==> src/pkg/adc_mode_pkg.sv <==
// Constants and carrier types for the converter mode control block.
// Assumes a 32-bit APB master and one 10 MHz device clock.
package adc_mode_pkg;

   // ----------------------------------------------------------------
   // Register byte offsets
   // ----------------------------------------------------------------
   localparam logic [7:0] OFS_LINK_MODE = 8'h00;
   localparam logic [7:0] OFS_INPUT_MUX = 8'h04;
   localparam logic [7:0] OFS_K_PARAM   = 8'h08;
   localparam logic [7:0] OFS_LINK_EN   = 8'h0c;
   localparam logic [7:0] OFS_CH_POWER  = 8'h10;
   localparam logic [7:0] OFS_DERIVED   = 8'h14;
   localparam logic [7:0] OFS_CORE_STAT = 8'h18;

   // ----------------------------------------------------------------
   // Field positions and widths
   // ----------------------------------------------------------------
   localparam int MODE_W       = 5;
   localparam int KM1_W        = 8;
   localparam int MUX_SWAP_BIT = 0;
   localparam int MUX_SEL_LSB  = 4;
   localparam int EN_BIT       = 0;
   localparam int PD_A_BIT     = 0;
   localparam int PD_B_BIT     = 1;

   // ----------------------------------------------------------------
   // Reset values and encodings
   // ----------------------------------------------------------------
   localparam logic [4:0] RST_LINK_MODE = 5'h00;
   localparam logic [7:0] RST_KM1       = 8'h03;
   localparam logic [1:0] SEL_FIRST     = 2'h0;
   localparam logic [1:0] SEL_SECOND    = 2'h1;
   localparam logic [1:0] SEL_BOTH      = 2'h2;
   localparam logic [4:0] NUM_MODES     = 5'h03;
   localparam logic [4:0] R_MODE0       = 5'h04;
   localparam logic [4:0] R_MODE1       = 5'h02;
   localparam logic [4:0] R_MODE2       = 5'h04;
   localparam logic [1:0] LINKS_TABLE   = 2'h2;
   localparam logic [4:0] R_PLL_BYPASS  = 5'h01;
   localparam logic [1:0] E_FIXED       = 2'h1;

   // ----------------------------------------------------------------
   // Derived link parameters, also the read layout at OFS_DERIVED
   // ----------------------------------------------------------------
   typedef struct packed {
      logic [8:0] rsvd;
      logic       mode_valid;
      logic       pll_bypass;
      logic [1:0] e_blocks;
      logic [8:0] k_frames;
      logic [1:0] links;
      logic [4:0] r_factor;
      logic       enc_64b66b;
      logic       dual_input;
      logic       interleave;
   } link_param_t;

   // Converter core steering, read layout at OFS_CORE_STAT
   typedef struct packed {
      logic [25:0] rsvd;
      logic        rate_x2;
      logic        core_b_half_phase;
      logic        core_b_power;
      logic        core_a_power;
      logic        core_b_input;
      logic        core_a_input;
   } core_ctrl_t;

endpackage

==> src/verilog/adc_mode_ctrl.sv <==
// Mode, input mux and serial link parameter control for the converter.
// Assumes an APB master on clk and a calibration engine on the same
// clock that pulses cal_done once when a calibration finishes.

// Summary of operation
// - Dual mode samples each channel at clock rate
// - Dual mode: first input to first channel
// - Swap field exchanges the two dual inputs
// - One channel may power down in dual
// - Interleaved mode runs both cores at twice clock
// - Interleaved input chosen by select field
// - Dual input mode: cores out of phase
// - Dual input link output as single mode
// - Link mode derives all link parameters but K and the dual input flag
// - Interleave flag one single, zero dual
// - Lane rate factor sets PLL or bypass
// - K from minus-one field, 8b/10b only
// - E fixed at one, 64b/66b only
// - Link count derived from link mode
module adc_mode_ctrl
(
   input  wire logic                      clk,
   input  wire logic                      nrst,
   input  wire logic                      psel,
   input  wire logic                      penable,
   input  wire logic                      pwrite,
   input  wire logic [7:0]                paddr,
   input  wire logic [31:0]               pwdata,
   output logic      [31:0]               prdata,
   output logic                           pready,
   output logic                           pslverr,
   input  wire logic                      cal_done,
   output adc_mode_pkg::link_param_t      link_params,
   output adc_mode_pkg::core_ctrl_t       core_ctrl,
   output logic                           link_block_reset,
   output logic                           serializer_power_down
);

   // ----------------------------------------------------------------
   // Declarations
   // ----------------------------------------------------------------
   logic [4:0]                 link_mode_select_r;
   logic                       swap_r;
   logic [1:0]                 single_sel_r;
   logic [1:0]                 calibrated_sel_r;
   logic [7:0]                 frames_per_multiframe_minus_one_r;
   logic                       serial_link_enable_r;
   logic                       pd_a_r;
   logic                       pd_b_r;

   logic [4:0]                 act_mode_r;
   logic                       act_swap_r;
   logic [1:0]                 act_sel_r;
   logic [7:0]                 act_km1_r;
   logic                       act_pd_a_r;
   logic                       act_pd_b_r;

   adc_mode_pkg::link_param_t  params_nxt;
   adc_mode_pkg::link_param_t  params_r;
   adc_mode_pkg::core_ctrl_t   core_nxt;
   adc_mode_pkg::core_ctrl_t   core_r;

   logic                       setup_phase;
   logic                       access_phase;
   logic                       wr_en;
   logic                       addr_hit;
   logic                       addr_hit_r;
   logic [31:0]                rd_nxt;
   logic [31:0]                prdata_r;

   // ----------------------------------------------------------------
   // APB slave
   // ----------------------------------------------------------------

   // Zero wait states; the read word is latched in the setup cycle
   assign setup_phase  = psel & ~penable;
   assign access_phase = psel & penable;
   assign pready       = 1'b1;
   assign wr_en        = access_phase & pwrite & addr_hit_r;
   assign pslverr      = access_phase & ~addr_hit_r;
   assign prdata       = prdata_r;

   // Address decode, word aligned only
   always_comb
   begin
      addr_hit = 1'b0;
      unique case (paddr)
         adc_mode_pkg::OFS_LINK_MODE,
         adc_mode_pkg::OFS_INPUT_MUX,
         adc_mode_pkg::OFS_K_PARAM,
         adc_mode_pkg::OFS_LINK_EN,
         adc_mode_pkg::OFS_CH_POWER,
         adc_mode_pkg::OFS_DERIVED,
         adc_mode_pkg::OFS_CORE_STAT: addr_hit = 1'b1;
         default:                     addr_hit = 1'b0;
      endcase
   end

   // Read multiplexer; unused bits read as zero
   always_comb
   begin
      rd_nxt = 32'h0000_0000;
      unique case (paddr)
         adc_mode_pkg::OFS_LINK_MODE:
            rd_nxt[adc_mode_pkg::MODE_W-1:0] = link_mode_select_r;
         adc_mode_pkg::OFS_INPUT_MUX:
         begin
            rd_nxt[adc_mode_pkg::MUX_SWAP_BIT] = swap_r;
            rd_nxt[adc_mode_pkg::MUX_SEL_LSB +: 2] = single_sel_r;
         end
         adc_mode_pkg::OFS_K_PARAM:
            rd_nxt[adc_mode_pkg::KM1_W-1:0] = frames_per_multiframe_minus_one_r;
         adc_mode_pkg::OFS_LINK_EN:
            rd_nxt[adc_mode_pkg::EN_BIT] = serial_link_enable_r;
         adc_mode_pkg::OFS_CH_POWER:
         begin
            rd_nxt[adc_mode_pkg::PD_A_BIT] = pd_a_r;
            rd_nxt[adc_mode_pkg::PD_B_BIT] = pd_b_r;
         end
         adc_mode_pkg::OFS_DERIVED:   rd_nxt = params_r;
         adc_mode_pkg::OFS_CORE_STAT: rd_nxt = core_r;
         default:                     rd_nxt = 32'h0000_0000;
      endcase
   end

   // Capture read data and decode result at setup
   always_ff @(posedge clk or negedge nrst)
   begin
      if (!nrst)
      begin
         prdata_r   <= 32'h0000_0000;
         addr_hit_r <= 1'b0;
      end
      else if (setup_phase)
      begin
         prdata_r   <= pwrite ? 32'h0000_0000 : rd_nxt;
         addr_hit_r <= addr_hit;
      end
   end

   // ----------------------------------------------------------------
   // Software registers
   // ----------------------------------------------------------------

   // Mode selection; takes effect only while the link is off
   always_ff @(posedge clk or negedge nrst)
   begin
      if (!nrst)
         link_mode_select_r <= adc_mode_pkg::RST_LINK_MODE;
      else if (wr_en && paddr == adc_mode_pkg::OFS_LINK_MODE)
         link_mode_select_r <= pwdata[adc_mode_pkg::MODE_W-1:0];
   end

   // Input mux: swap bit and interleaved input select
   always_ff @(posedge clk or negedge nrst)
   begin
      if (!nrst)
      begin
         swap_r       <= 1'b0;
         single_sel_r <= adc_mode_pkg::SEL_FIRST;
      end
      else if (wr_en && paddr == adc_mode_pkg::OFS_INPUT_MUX)
      begin
         swap_r       <= pwdata[adc_mode_pkg::MUX_SWAP_BIT];
         single_sel_r <= pwdata[adc_mode_pkg::MUX_SEL_LSB +: 2];
      end
   end

   // New interleaved input only after a calibration completes
   always_ff @(posedge clk or negedge nrst)
   begin
      if (!nrst)
         calibrated_sel_r <= adc_mode_pkg::SEL_FIRST;
      else if (cal_done)
         calibrated_sel_r <= single_sel_r;
   end

   // Frames per multiframe, stored as value minus one
   always_ff @(posedge clk or negedge nrst)
   begin
      if (!nrst)
         frames_per_multiframe_minus_one_r <= adc_mode_pkg::RST_KM1;
      else if (wr_en && paddr == adc_mode_pkg::OFS_K_PARAM)
         frames_per_multiframe_minus_one_r <= pwdata[adc_mode_pkg::KM1_W-1:0];
   end

   // Serial link enable
   always_ff @(posedge clk or negedge nrst)
   begin
      if (!nrst)
         serial_link_enable_r <= 1'b0;
      else if (wr_en && paddr == adc_mode_pkg::OFS_LINK_EN)
         serial_link_enable_r <= pwdata[adc_mode_pkg::EN_BIT];
   end

   // Per-channel power down requests
   always_ff @(posedge clk or negedge nrst)
   begin
      if (!nrst)
      begin
         pd_a_r <= 1'b0;
         pd_b_r <= 1'b0;
      end
      else if (wr_en && paddr == adc_mode_pkg::OFS_CH_POWER)
      begin
         pd_a_r <= pwdata[adc_mode_pkg::PD_A_BIT];
         pd_b_r <= pwdata[adc_mode_pkg::PD_B_BIT];
      end
   end

   // ----------------------------------------------------------------
   // Active settings
   // ----------------------------------------------------------------

   // Frozen while the link runs, so a careless write cannot
   // corrupt a live link; software still sees its own written value
   always_ff @(posedge clk or negedge nrst)
   begin
      if (!nrst)
      begin
         act_mode_r <= adc_mode_pkg::RST_LINK_MODE;
         act_swap_r <= 1'b0;
         act_sel_r  <= adc_mode_pkg::SEL_FIRST;
         act_km1_r  <= adc_mode_pkg::RST_KM1;
         act_pd_a_r <= 1'b0;
         act_pd_b_r <= 1'b0;
      end
      else if (!serial_link_enable_r)
      begin
         act_mode_r <= link_mode_select_r;
         act_swap_r <= swap_r;
         act_sel_r  <= calibrated_sel_r;
         act_km1_r  <= frames_per_multiframe_minus_one_r;
         act_pd_a_r <= pd_a_r;
         act_pd_b_r <= pd_b_r;
      end
   end

   // ----------------------------------------------------------------
   // Derived link parameters
   // ----------------------------------------------------------------

   // Mode table lookup; unknown modes report invalid with zeros
   always_comb
   begin
      params_nxt = '0;
      unique case (act_mode_r)
         5'h00:
         begin
            params_nxt.interleave = 1'b1;
            params_nxt.r_factor   = adc_mode_pkg::R_MODE0;
         end
         5'h01:
         begin
            params_nxt.interleave = 1'b1;
            params_nxt.r_factor   = adc_mode_pkg::R_MODE1;
         end
         5'h02:
         begin
            params_nxt.interleave = 1'b0;
            params_nxt.r_factor   = adc_mode_pkg::R_MODE2;
         end
         default:
            params_nxt.r_factor = 5'h00;
      endcase
      params_nxt.mode_valid = act_mode_r < adc_mode_pkg::NUM_MODES;
      if (params_nxt.mode_valid)
         params_nxt.links = adc_mode_pkg::LINKS_TABLE;
      // Known modes all use 8b/10b
      params_nxt.enc_64b66b = 1'b0;
      // Lane rate = clock x R; a factor of one skips the PLL
      params_nxt.pll_bypass = params_nxt.mode_valid
                            & (params_nxt.r_factor == adc_mode_pkg::R_PLL_BYPASS);
      // K only means something in 8b/10b
      if (params_nxt.mode_valid && !params_nxt.enc_64b66b)
         params_nxt.k_frames = {1'b0, act_km1_r} + 9'h001;
      // E only means something in 64b/66b
      if (params_nxt.mode_valid && params_nxt.enc_64b66b)
         params_nxt.e_blocks = adc_mode_pkg::E_FIXED;
      // Both inputs flag; link format unchanged by it
      params_nxt.dual_input = params_nxt.interleave
                            & act_sel_r[1];
   end

   // ----------------------------------------------------------------
   // Converter core steering
   // ----------------------------------------------------------------

   // Input routing, phase and power of the two cores
   always_comb
   begin
      core_nxt = '0;
      if (params_nxt.interleave)
      begin
         // Both cores run; combined rate is twice the clock
         core_nxt.rate_x2      = 1'b1;
         core_nxt.core_a_power = 1'b1;
         core_nxt.core_b_power = 1'b1;
         core_nxt.core_b_half_phase = 1'b1;
         if (act_sel_r[1])
         begin
            // Each core on its own input, out of phase
            core_nxt.core_a_input = 1'b0;
            core_nxt.core_b_input = 1'b1;
         end
         else
         begin
            core_nxt.core_a_input = act_sel_r[0];
            core_nxt.core_b_input = act_sel_r[0];
         end
      end
      else
      begin
         // One sample per core per clock
         core_nxt.rate_x2      = 1'b0;
         core_nxt.core_a_input = act_swap_r;
         core_nxt.core_b_input = ~act_swap_r;
         core_nxt.core_a_power = ~act_pd_a_r;
         core_nxt.core_b_power = ~act_pd_b_r;
      end
   end

   // Registered so the outputs never glitch on a mode change
   always_ff @(posedge clk or negedge nrst)
   begin
      if (!nrst)
      begin
         params_r <= '0;
         core_r   <= '0;
      end
      else
      begin
         params_r <= params_nxt;
         core_r   <= core_nxt;
      end
   end

   // ----------------------------------------------------------------
   // Link block control
   // ----------------------------------------------------------------

   // Link held in reset and serializers off while disabled
   always_ff @(posedge clk or negedge nrst)
   begin
      if (!nrst)
      begin
         link_block_reset      <= 1'b1;
         serializer_power_down <= 1'b1;
      end
      else
      begin
         link_block_reset      <= ~serial_link_enable_r;
         serializer_power_down <= ~serial_link_enable_r;
      end
   end

   // Outputs from flip-flops
   assign link_params = params_r;
   assign core_ctrl   = core_r;

endmodule

==> config.mk <==
export PLATFORM = sky130hd
export DESIGN_NAME = adc_mode_ctrl
export DESIGN_NICKNAME = d
export VERILOG_FILES = /design/src/pkg/adc_mode_pkg.sv /design/src/verilog/adc_mode_ctrl.sv
export SDC_FILE = /design/constraint.sdc
export NUM_CORES = 1
export LEC_CHECK = 0
export BUFFER_PORTS_ARGS = -buffer_cell sky130_fd_sc_hd__buf_2
export CAP_MARGIN = 20
export CELL_PAD_IN_SITES_DETAIL_PLACEMENT = 0
export CELL_PAD_IN_SITES_GLOBAL_PLACEMENT = 1
export CORE_MARGIN = 10
export CORE_UTILIZATION = 25
export CTS_CLUSTER_DIAMETER = 30
export CTS_CLUSTER_SIZE = 25
export DETAILED_ROUTE_END_ITERATION = 7
export PLACE_DENSITY_LB_ADDON = 0.1
export SYNTH_ARGS = -nofsm -noshare
export SYNTH_HDL_FRONTEND = slang
export SYNTH_SLANG_ARGS = --single-unit
==> constraint.sdc <==
create_clock -name clk -period 1.9 [get_ports clk]
set_input_delay 0.19 -clock clk [delete_from_list [all_inputs] [get_ports clk]]
set_output_delay 0.19 -clock clk [all_outputs]
set_load 0.02 [all_outputs]
==> impl_metrics.tcl, run 1 <==
set metrics [dict create \
    swShare_pct 23.24 \
    power_density_nw_per_um2 822.7 \
    ys_ff_latch 77 \
    numPlacedInstances 538 \
    drv_cap 0 \
    critPathLaunchType "flip-flop" \
    dpl.hpwl_um 7272 \
    yosysTopAreaCell "dfrtp_1" \
    grt-ovfl-total 0 \
    yosysUniqueCellTypes 45 \
    layout_common_cells "72 x dfrtp_1, 63 x buf_2, 57 x conb_1" \
    drc_errors 0 \
    slowest_delay_ns 0.38 \
    ys_warn_count 0 \
    drtPass1Iterations 4 \
    cts.clk_slew.worst_paths_ns 0.06 \
    rr_worst_depth 4 \
    clk_path_buf_depth 2 \
    slew-limit-headroom_pct 64.31 \
    hold_viol_final 0 \
    core_area_um2 14480 \
    holdPathStages 2 \
    status "finished clean" \
    holdWs_ns 0.09284 \
    clk_latency_ns 0.33 \
    arrival_ns 1.83 \
    layout.nets 413 \
    crit_buf_inv 0 \
    synth_top_area_share_pct 48.98 \
    drt_iter0_markers 93 \
    finalCritPeriodShare_pct 84.62 \
    die_h_um 141.3 \
    yosys-top-cells-area "dfrtp_1 49%, mux2_2 14%, buf_4 13%" \
    dieArea_um2 19970 \
    postSynthAreaPerCell_um2 12.26 \
    crit_fanout 5 \
    ir_drop_v 0.0003693 \
    pwr-share-seq_pct 46.6 \
    numPortBuffers 64 \
    p_leak_nw 2.168 \
    p_total_mw 3.530 \
    cp-end-kind "flip-flop" \
    drv_slew 0 \
    grt_antenna_before_repair 0 \
    crit_type "reg2reg" \
    layout_setup_ws_ns 0.2922 \
    cp.required_ns 2.12 \
    worst_pin_slew_ns 0.5304 \
    vias_per_cell 4.110 \
    syn_to_final_growth_pct 16.63 \
    final_cell_count_no_fill 555 \
    cp_slowest_cell "and3b_1" \
    final_util_pct 29.63 \
    design_area_um2 4290 \
    p_switching_uw 820.3 \
    cts_sinks 77 \
    syn_area_um2 3679 \
    setup_viol 0 \
    drive_gt1_share_pct 38.81 \
    syn_inst 300 \
    cts_tree "yes" \
    die_x_um 141.3 \
    root_buffer "clkbuf_16" \
    post_cts_buffers 0 \
    fmaxAchievable_mhz 622.0 \
    start_util_pct 25.41 \
    path_cells "nand4_1 > nor2_1 > and3b_1 > mux2_2" \
    rsz0062_at_grt "no" \
    clock_skew_ns 0.007360 \
    p_int_mw 2.709 \
    p_clk_share_pct 46.5 \
    dp_slack_ns 0.07465 \
    fin_crit_ns 1.608 \
    drtAntennaViolNets 0 \
    tns_ns 0 \
    holdCritPathClass "in2reg" \
    reg2reg_to "link_mode_select_r[3]" \
    hold_end "frames_per_multiframe_minus_one_r[7]" \
    drt_wl_total_um 9350 \
    via_count 2281 \
    comb_power_share_pct 6.9 \
    first_global_vias 2498 \
    reg2reg_slack_ns 0.29 \
    grt_pass1_wl_um 14950 \
    layout_commonest_cell "dfrtp_1" \
    hp-start "pwdata[7]" \
    grt.total_usage_pct 9.655 \
    insertedDiodeCount 0 \
    routedWlPerCell_um 16.85 \
    num_io_pins 146 \
    reg2reg_from "addr_hit_r" \
    h-tree-depth 3 \
    numCtsBuffers 9 \
    seq_area_frac_synth_pct 52.55 \
    critical_path.top_delay_family "simple AND/OR/NAND/NOR gates" \
    rows 44 \
    dpl-instance-area_um2 4001 \
    grt_max_degree 42 \
    globalplace.congestion 0.6894 \
]
[how the worst max path moves through the flow]
| stage | start | end | cells after the start |
|---|---|---|---|
| after floorplan | paddr[5] | link_mode_select_r[0] | 6 |
| after global placement | paddr[1] | link_mode_select_r[3] | 5 |
| after detailed placement | paddr[1] | link_mode_select_r[4] | 5 |
| after CTS | addr_hit_r | link_mode_select_r[2] | 4 |
| after global routing | addr_hit_r | link_mode_select_r[3] | 4 |
| final | addr_hit_r | link_mode_select_r[3] | 4 |
[metal layers]
metal | GRT usage (%) | part of all wire [%]
met1 | 11.80 | 45
met2 | 14.54 | 45
met3 | 5.140 | 9.1
met4 | 2.446 | 0.96
met5 | 0 | 0
[cell usage after synthesis (all sizes together)]
cell type and number:
inv 3, a22oi 4, a32oi 1, a22o 12, nor4 3, and2 3, nand3 6, mux2 45
or3 2, a21oi 1, mux4 2, nand2b 2, a32o 3, xor2 3, or4 1, nand2 11
and4 1, o21ai 4, dfstp 5, conb 2, dfrtp 72, o31ai 1, ha 1, nor2 17
and3b 1, nor2b 2, nand4 2, o21a 1, and4bb 1, clkbuf 6, or3b 2, nand3b 1
mux2i 2, nor3 3, xnor2 3, buf 69, nor4b 1, and3 1
[worst register-to-register path, cell delays in order, from the launching register on]
cell and delay, ns:
dfrtp_1 0.37, nand4_1 0.15, nor2_1 0.22, and3b_1 0.38, mux2_2 0.37
[state kept, by name (all words and copies together) (netlist names), 2 cells and up]
signal,cells
calibrated_sel_r,2
link_params,13
act_sel_r,2
frames_per_multiframe_minus_one_r,8
single_sel_r,2
link_mode_select_r,5
act_mode_r,5
core_ctrl,5
prdata,18
act_km1_r,8
[kinds of logic (layout without fill, tap and decap cells)]
kind of cell | count (synthesis) | in the layout | synth area share (%)
adders and majority gates | 1 | 1 | 0.3401
buffers and inverters | 78 | 94 | 14.56
DFF | 77 | 77 | 52.55
and+or+nand+nor | 60 | 60 | 9.558
xor gates and xnor gates | 6 | 6 | 1.429
muxes | 49 | 49 | 15.54
other | 2 | 57 | 0.2042
AOI/OAI and AO/OA | 27 | 27 | 5.816
[layout make-up]
type                            instances  area (µm²)
Fill cell                            1530       10190
Sequential cell                        77        1933
Multi-Input combinational cell        200        1416
Timing Repair Buffer                   75       420.4
Clock buffer                           14       244.0
Tap cell                              184       230.2
Clock inverter                          2       35.03
Inverter                                3       11.26
[repair_timing]
item	in CTS	in global routing
hold buffers	1	0
gates resized for setup	0	0
hold endpoints to repair	35	0
[power by group through the flow]
stage                     Sequential [mW]  Clock, mW  Combinational, mW
final                                1.64       1.64              0.242
after global routing                 1.64       1.79              0.272
after CTS                            1.64       1.72              0.242
after detailed placement             1.67          0              0.240
after global placement               1.67          0              0.240
after floorplan                      1.67          0              0.240
(Power assumes the default switching activity.)
==> run 2, diff against run 1 <==
--- a/config.mk
+++ b/config.mk
@@ -5,6 +5,7 @@
 export SDC_FILE = /design/constraint.sdc
 export NUM_CORES = 1
 export LEC_CHECK = 0
+export ABC_AREA = 1
 export BUFFER_PORTS_ARGS = -buffer_cell sky130_fd_sc_hd__buf_2
 export CAP_MARGIN = 20
 export CELL_PAD_IN_SITES_DETAIL_PLACEMENT = 0
==> constraint.sdc (replaced) <==
create_clock -name clk -period 1.3 [get_ports clk]
set_input_delay 0.13 -clock clk [delete_from_list [all_inputs] [get_ports clk]]
set_output_delay 0.13 -clock clk [all_outputs]
set_load 0.02 [all_outputs]
==> impl_metrics.tcl, run 2 <==
set metrics [dict create \
    status "complete, but fails checks" \
    violations "negative setup slack" \
    reg2reg_from "act_km1_r[1]" \
    finalCritPeriodShare_pct 104.1 \
    final_cell_count_no_fill 726 \
    reg2reg_slack_ns -0.05 \
    path_cells "ha_4 > nand2_2 > nor2_2 > nand2_1 > nor2_2 > nand2_1 > nor3_1" \
    postSynthAreaPerCell_um2 8.587 \
    globalplace.congestion 0.7612 \
    synth_most_common_cell "nand2_1" \
    vias_per_cell 3.926 \
    via_count 2850 \
    drtAntennaViolNets 0 \
    syn_inst 446 \
    ys_ff_latch 77 \
    holdPathStages 3 \
    h-tree-depth 3 \
    drv_cap 0 \
    cts_tree "yes" \
    grt_max_degree 42 \
    swShare_pct 25.29 \
    topRoutingLayerUsed "met4" \
    die_x_um 143.8 \
    num_io_pins 146 \
    root_buffer "clkbuf_16" \
    synth_top_area_share_pct 47.04 \
    first_global_vias 3051 \
    grt-ovfl-total 0 \
    met1_length_um 4997 \
    cts_sinks 77 \
    layout_setup_ws_ns -0.05271 \
    crit_fanout 2 \
    p_int_mw 3.804 \
    ys.flop_type "dfrtp_1" \
    cp.required_ns 1.55 \
    yosys-top-cells-area "dfrtp_1 47%, buf_4 13%, nand2_1 13%" \
    clock_skew_ns 0.008599 \
    largest_reg_flops 18 \
    fmaxAchievable_mhz 739.3 \
    drtPass1Iterations 5 \
    dpl.hpwl_um 8015 \
    layout.nets 581 \
    routedWlPerCell_um 14.18 \
    slowest_delay_ns 0.55 \
    setup_viol 3 \
    rows 45 \
    numPortBuffers 64 \
    rr_worst_depth 7 \
    drt_iter0_markers 129 \
    grt_pass1_wl_um 16330 \
    clk_path_buf_depth 2 \
    drive_gt1_share_pct 29.55 \
    synth-edff-count 0 \
    grt.total_usage_pct 10.30 \
    seq_area_frac_synth_pct 50.47 \
    grt_antenna_before_repair 0 \
    p_switching_mw 1.287 \
    insertedDiodeCount 0 \
    core_area_um2 15090 \
    ys_top_cells_by_count "128 x nand2_1, 72 x dfrtp_1, 64 x buf_4" \
    layout_commonest_cell "nand2_1" \
    syn_area_um2 3830 \
    holdCritPathClass "in2reg" \
    yosysTopAreaCell "dfrtp_1" \
    ir_drop_v 0.0005174 \
    hold_end "pd_a_r" \
    power_density_nw_per_um2 1085 \
    cp_slowest_cell "dfstp_2" \
    drv_slew 0 \
    syn_to_final_growth_pct 22.48 \
    drt_wl_total_um 10300 \
    start_util_pct 25.38 \
    async_flop_share_pct 100.0 \
    ys_warn_count 0 \
    p_leak_nw 2.422 \
    clk_latency_ns 0.34 \
    layout_common_cells "126 x nand2_1, 72 x dfrtp_1, 63 x buf_2" \
    numCtsBuffers 9 \
    p_total_mw 5.091 \
    reg2reg_to "link_params[18]" \
    die_h_um 143.8 \
    crit_type "reg2reg" \
    rsz0062_at_grt "yes" \
    fin_crit_ns 1.353 \
    hp-start "pwdata[0]" \
    p_clk_share_pct 45.7 \
    pwr-share-seq_pct 47.2 \
    critPathLaunchType "flip-flop" \
    dieArea_um2 20670 \
    cp-end-kind "flip-flop" \
    cts.clk_slew.worst_paths_ns 0.06 \
    numPlacedInstances 704 \
    yosysUniqueCellTypes 32 \
    final_util_pct 31.09 \
    arrival_ns 1.60 \
    wl_met2_um 4596 \
    dr_wl_met3_um 570 \
    comb_power_share_pct 7.1 \
    hold_viol_final 0 \
    tns_ns -0.1142 \
    drc_errors 0 \
]
run 2: cell types whose count changed after synthesis, sizes merged, moves of 16 or more:
cell   delta
nand2   +123
mux2     -45
o21ai    +40
inv      +37
nor2     +21
nand3    +16
run 2: what timing repair did:
item	CTS	global route
hold endpoints to repair	19	0
endpoints found under the setup margin	3	16
hold buffers	1	0
pin swaps	4	5
gates resized for setup	4	26
setup buffers	2	4
run 2: power groups by stage:
| stage | combinational, mW | clock, mW | sequential (mW) |
|---|---|---|---|
| final | 0.362 | 2.32 | 2.40 |
| after CTS | 0.361 | 2.43 | 2.40 |
| after global routing | 0.404 | 2.53 | 2.40 |
| after floorplan | 0.349 | 0 | 2.45 |
| after global placement | 0.357 | 0 | 2.45 |
| after detailed placement | 0.358 | 0 | 2.45 |
run 2: final cells by class:
| type | count | area (µm²) |
|---|---|---|
| sequential | 77 | 1933 |
| clock buffer | 12 | 246.5 |
| timing repair buffer | 92 | 568.0 |
| clock inverter | 3 | 22.52 |
| inverter | 40 | 150.1 |
| tap | 188 | 235.2 |
| multi-input combinational | 314 | 1535 |
| fill | 1673 | 10400 |
run 2: worst max-delay path by stage:
stage	start	to	slack (ns)	depth (start not counted)
detailed placement	act_km1_r[0]	link_params[18]	-0.1	7
floorplan	act_km1_r[0]	link_params[18]	-0.02	7
global placement	act_km1_r[0]	link_params[18]	-0.07	7
CTS	act_km1_r[0]	link_params[18]	-0.07	7
global route	act_mode_r[3]	link_params[15]	-0.16	9
finish	act_km1_r[1]	link_params[18]	-0.05	7
run 2: routing by layer:
layer  global-route usage (%)  vias to the layer above
li1                         -                     1453
met1                    13.87                     1306
met2                    15.19                       81
met3                    2.739                       10
met4                    4.352                        0
met5                        0                        -
run 2: cells by family after synthesis:
kind of cell | count (synthesis) | synth area share, %
other | 2 | 0.1961
adder cells (fa/ha/maj) | 1 | 0.3266
XOR/XNOR | 2 | 0.4575
AO/OA/AOI/OAI | 53 | 8.069
AND/OR/NAND/NOR | 201 | 23.23
buffers and inverters | 110 | 17.25
flip-flops | 77 | 50.47
run 2: stage by stage:
stage | instance area, µm² | hold WS, ns | setup slack, ns
2_1_floorplan | 4039 | -0.1656 | -0.02092
3_3_place_gp | 4269 | 0.07507 | -0.06971
3_5_place_dp | 4269 | 0.07846 | -0.09507
4_1_cts | 4581 | 0.01111 | -0.06668
5_1_grt | 4691 | 0.03817 | -0.1611
6_report | 4691 | 0.02653 | -0.05271
run 2: worst max-delay path, delay by kind of cell (launching register included):
family / cells / cell delay (ns)
and+or+nand+nor: 6 / 0.58
DFF: 1 / 0.55
adders and majority gates: 1 / 0.14
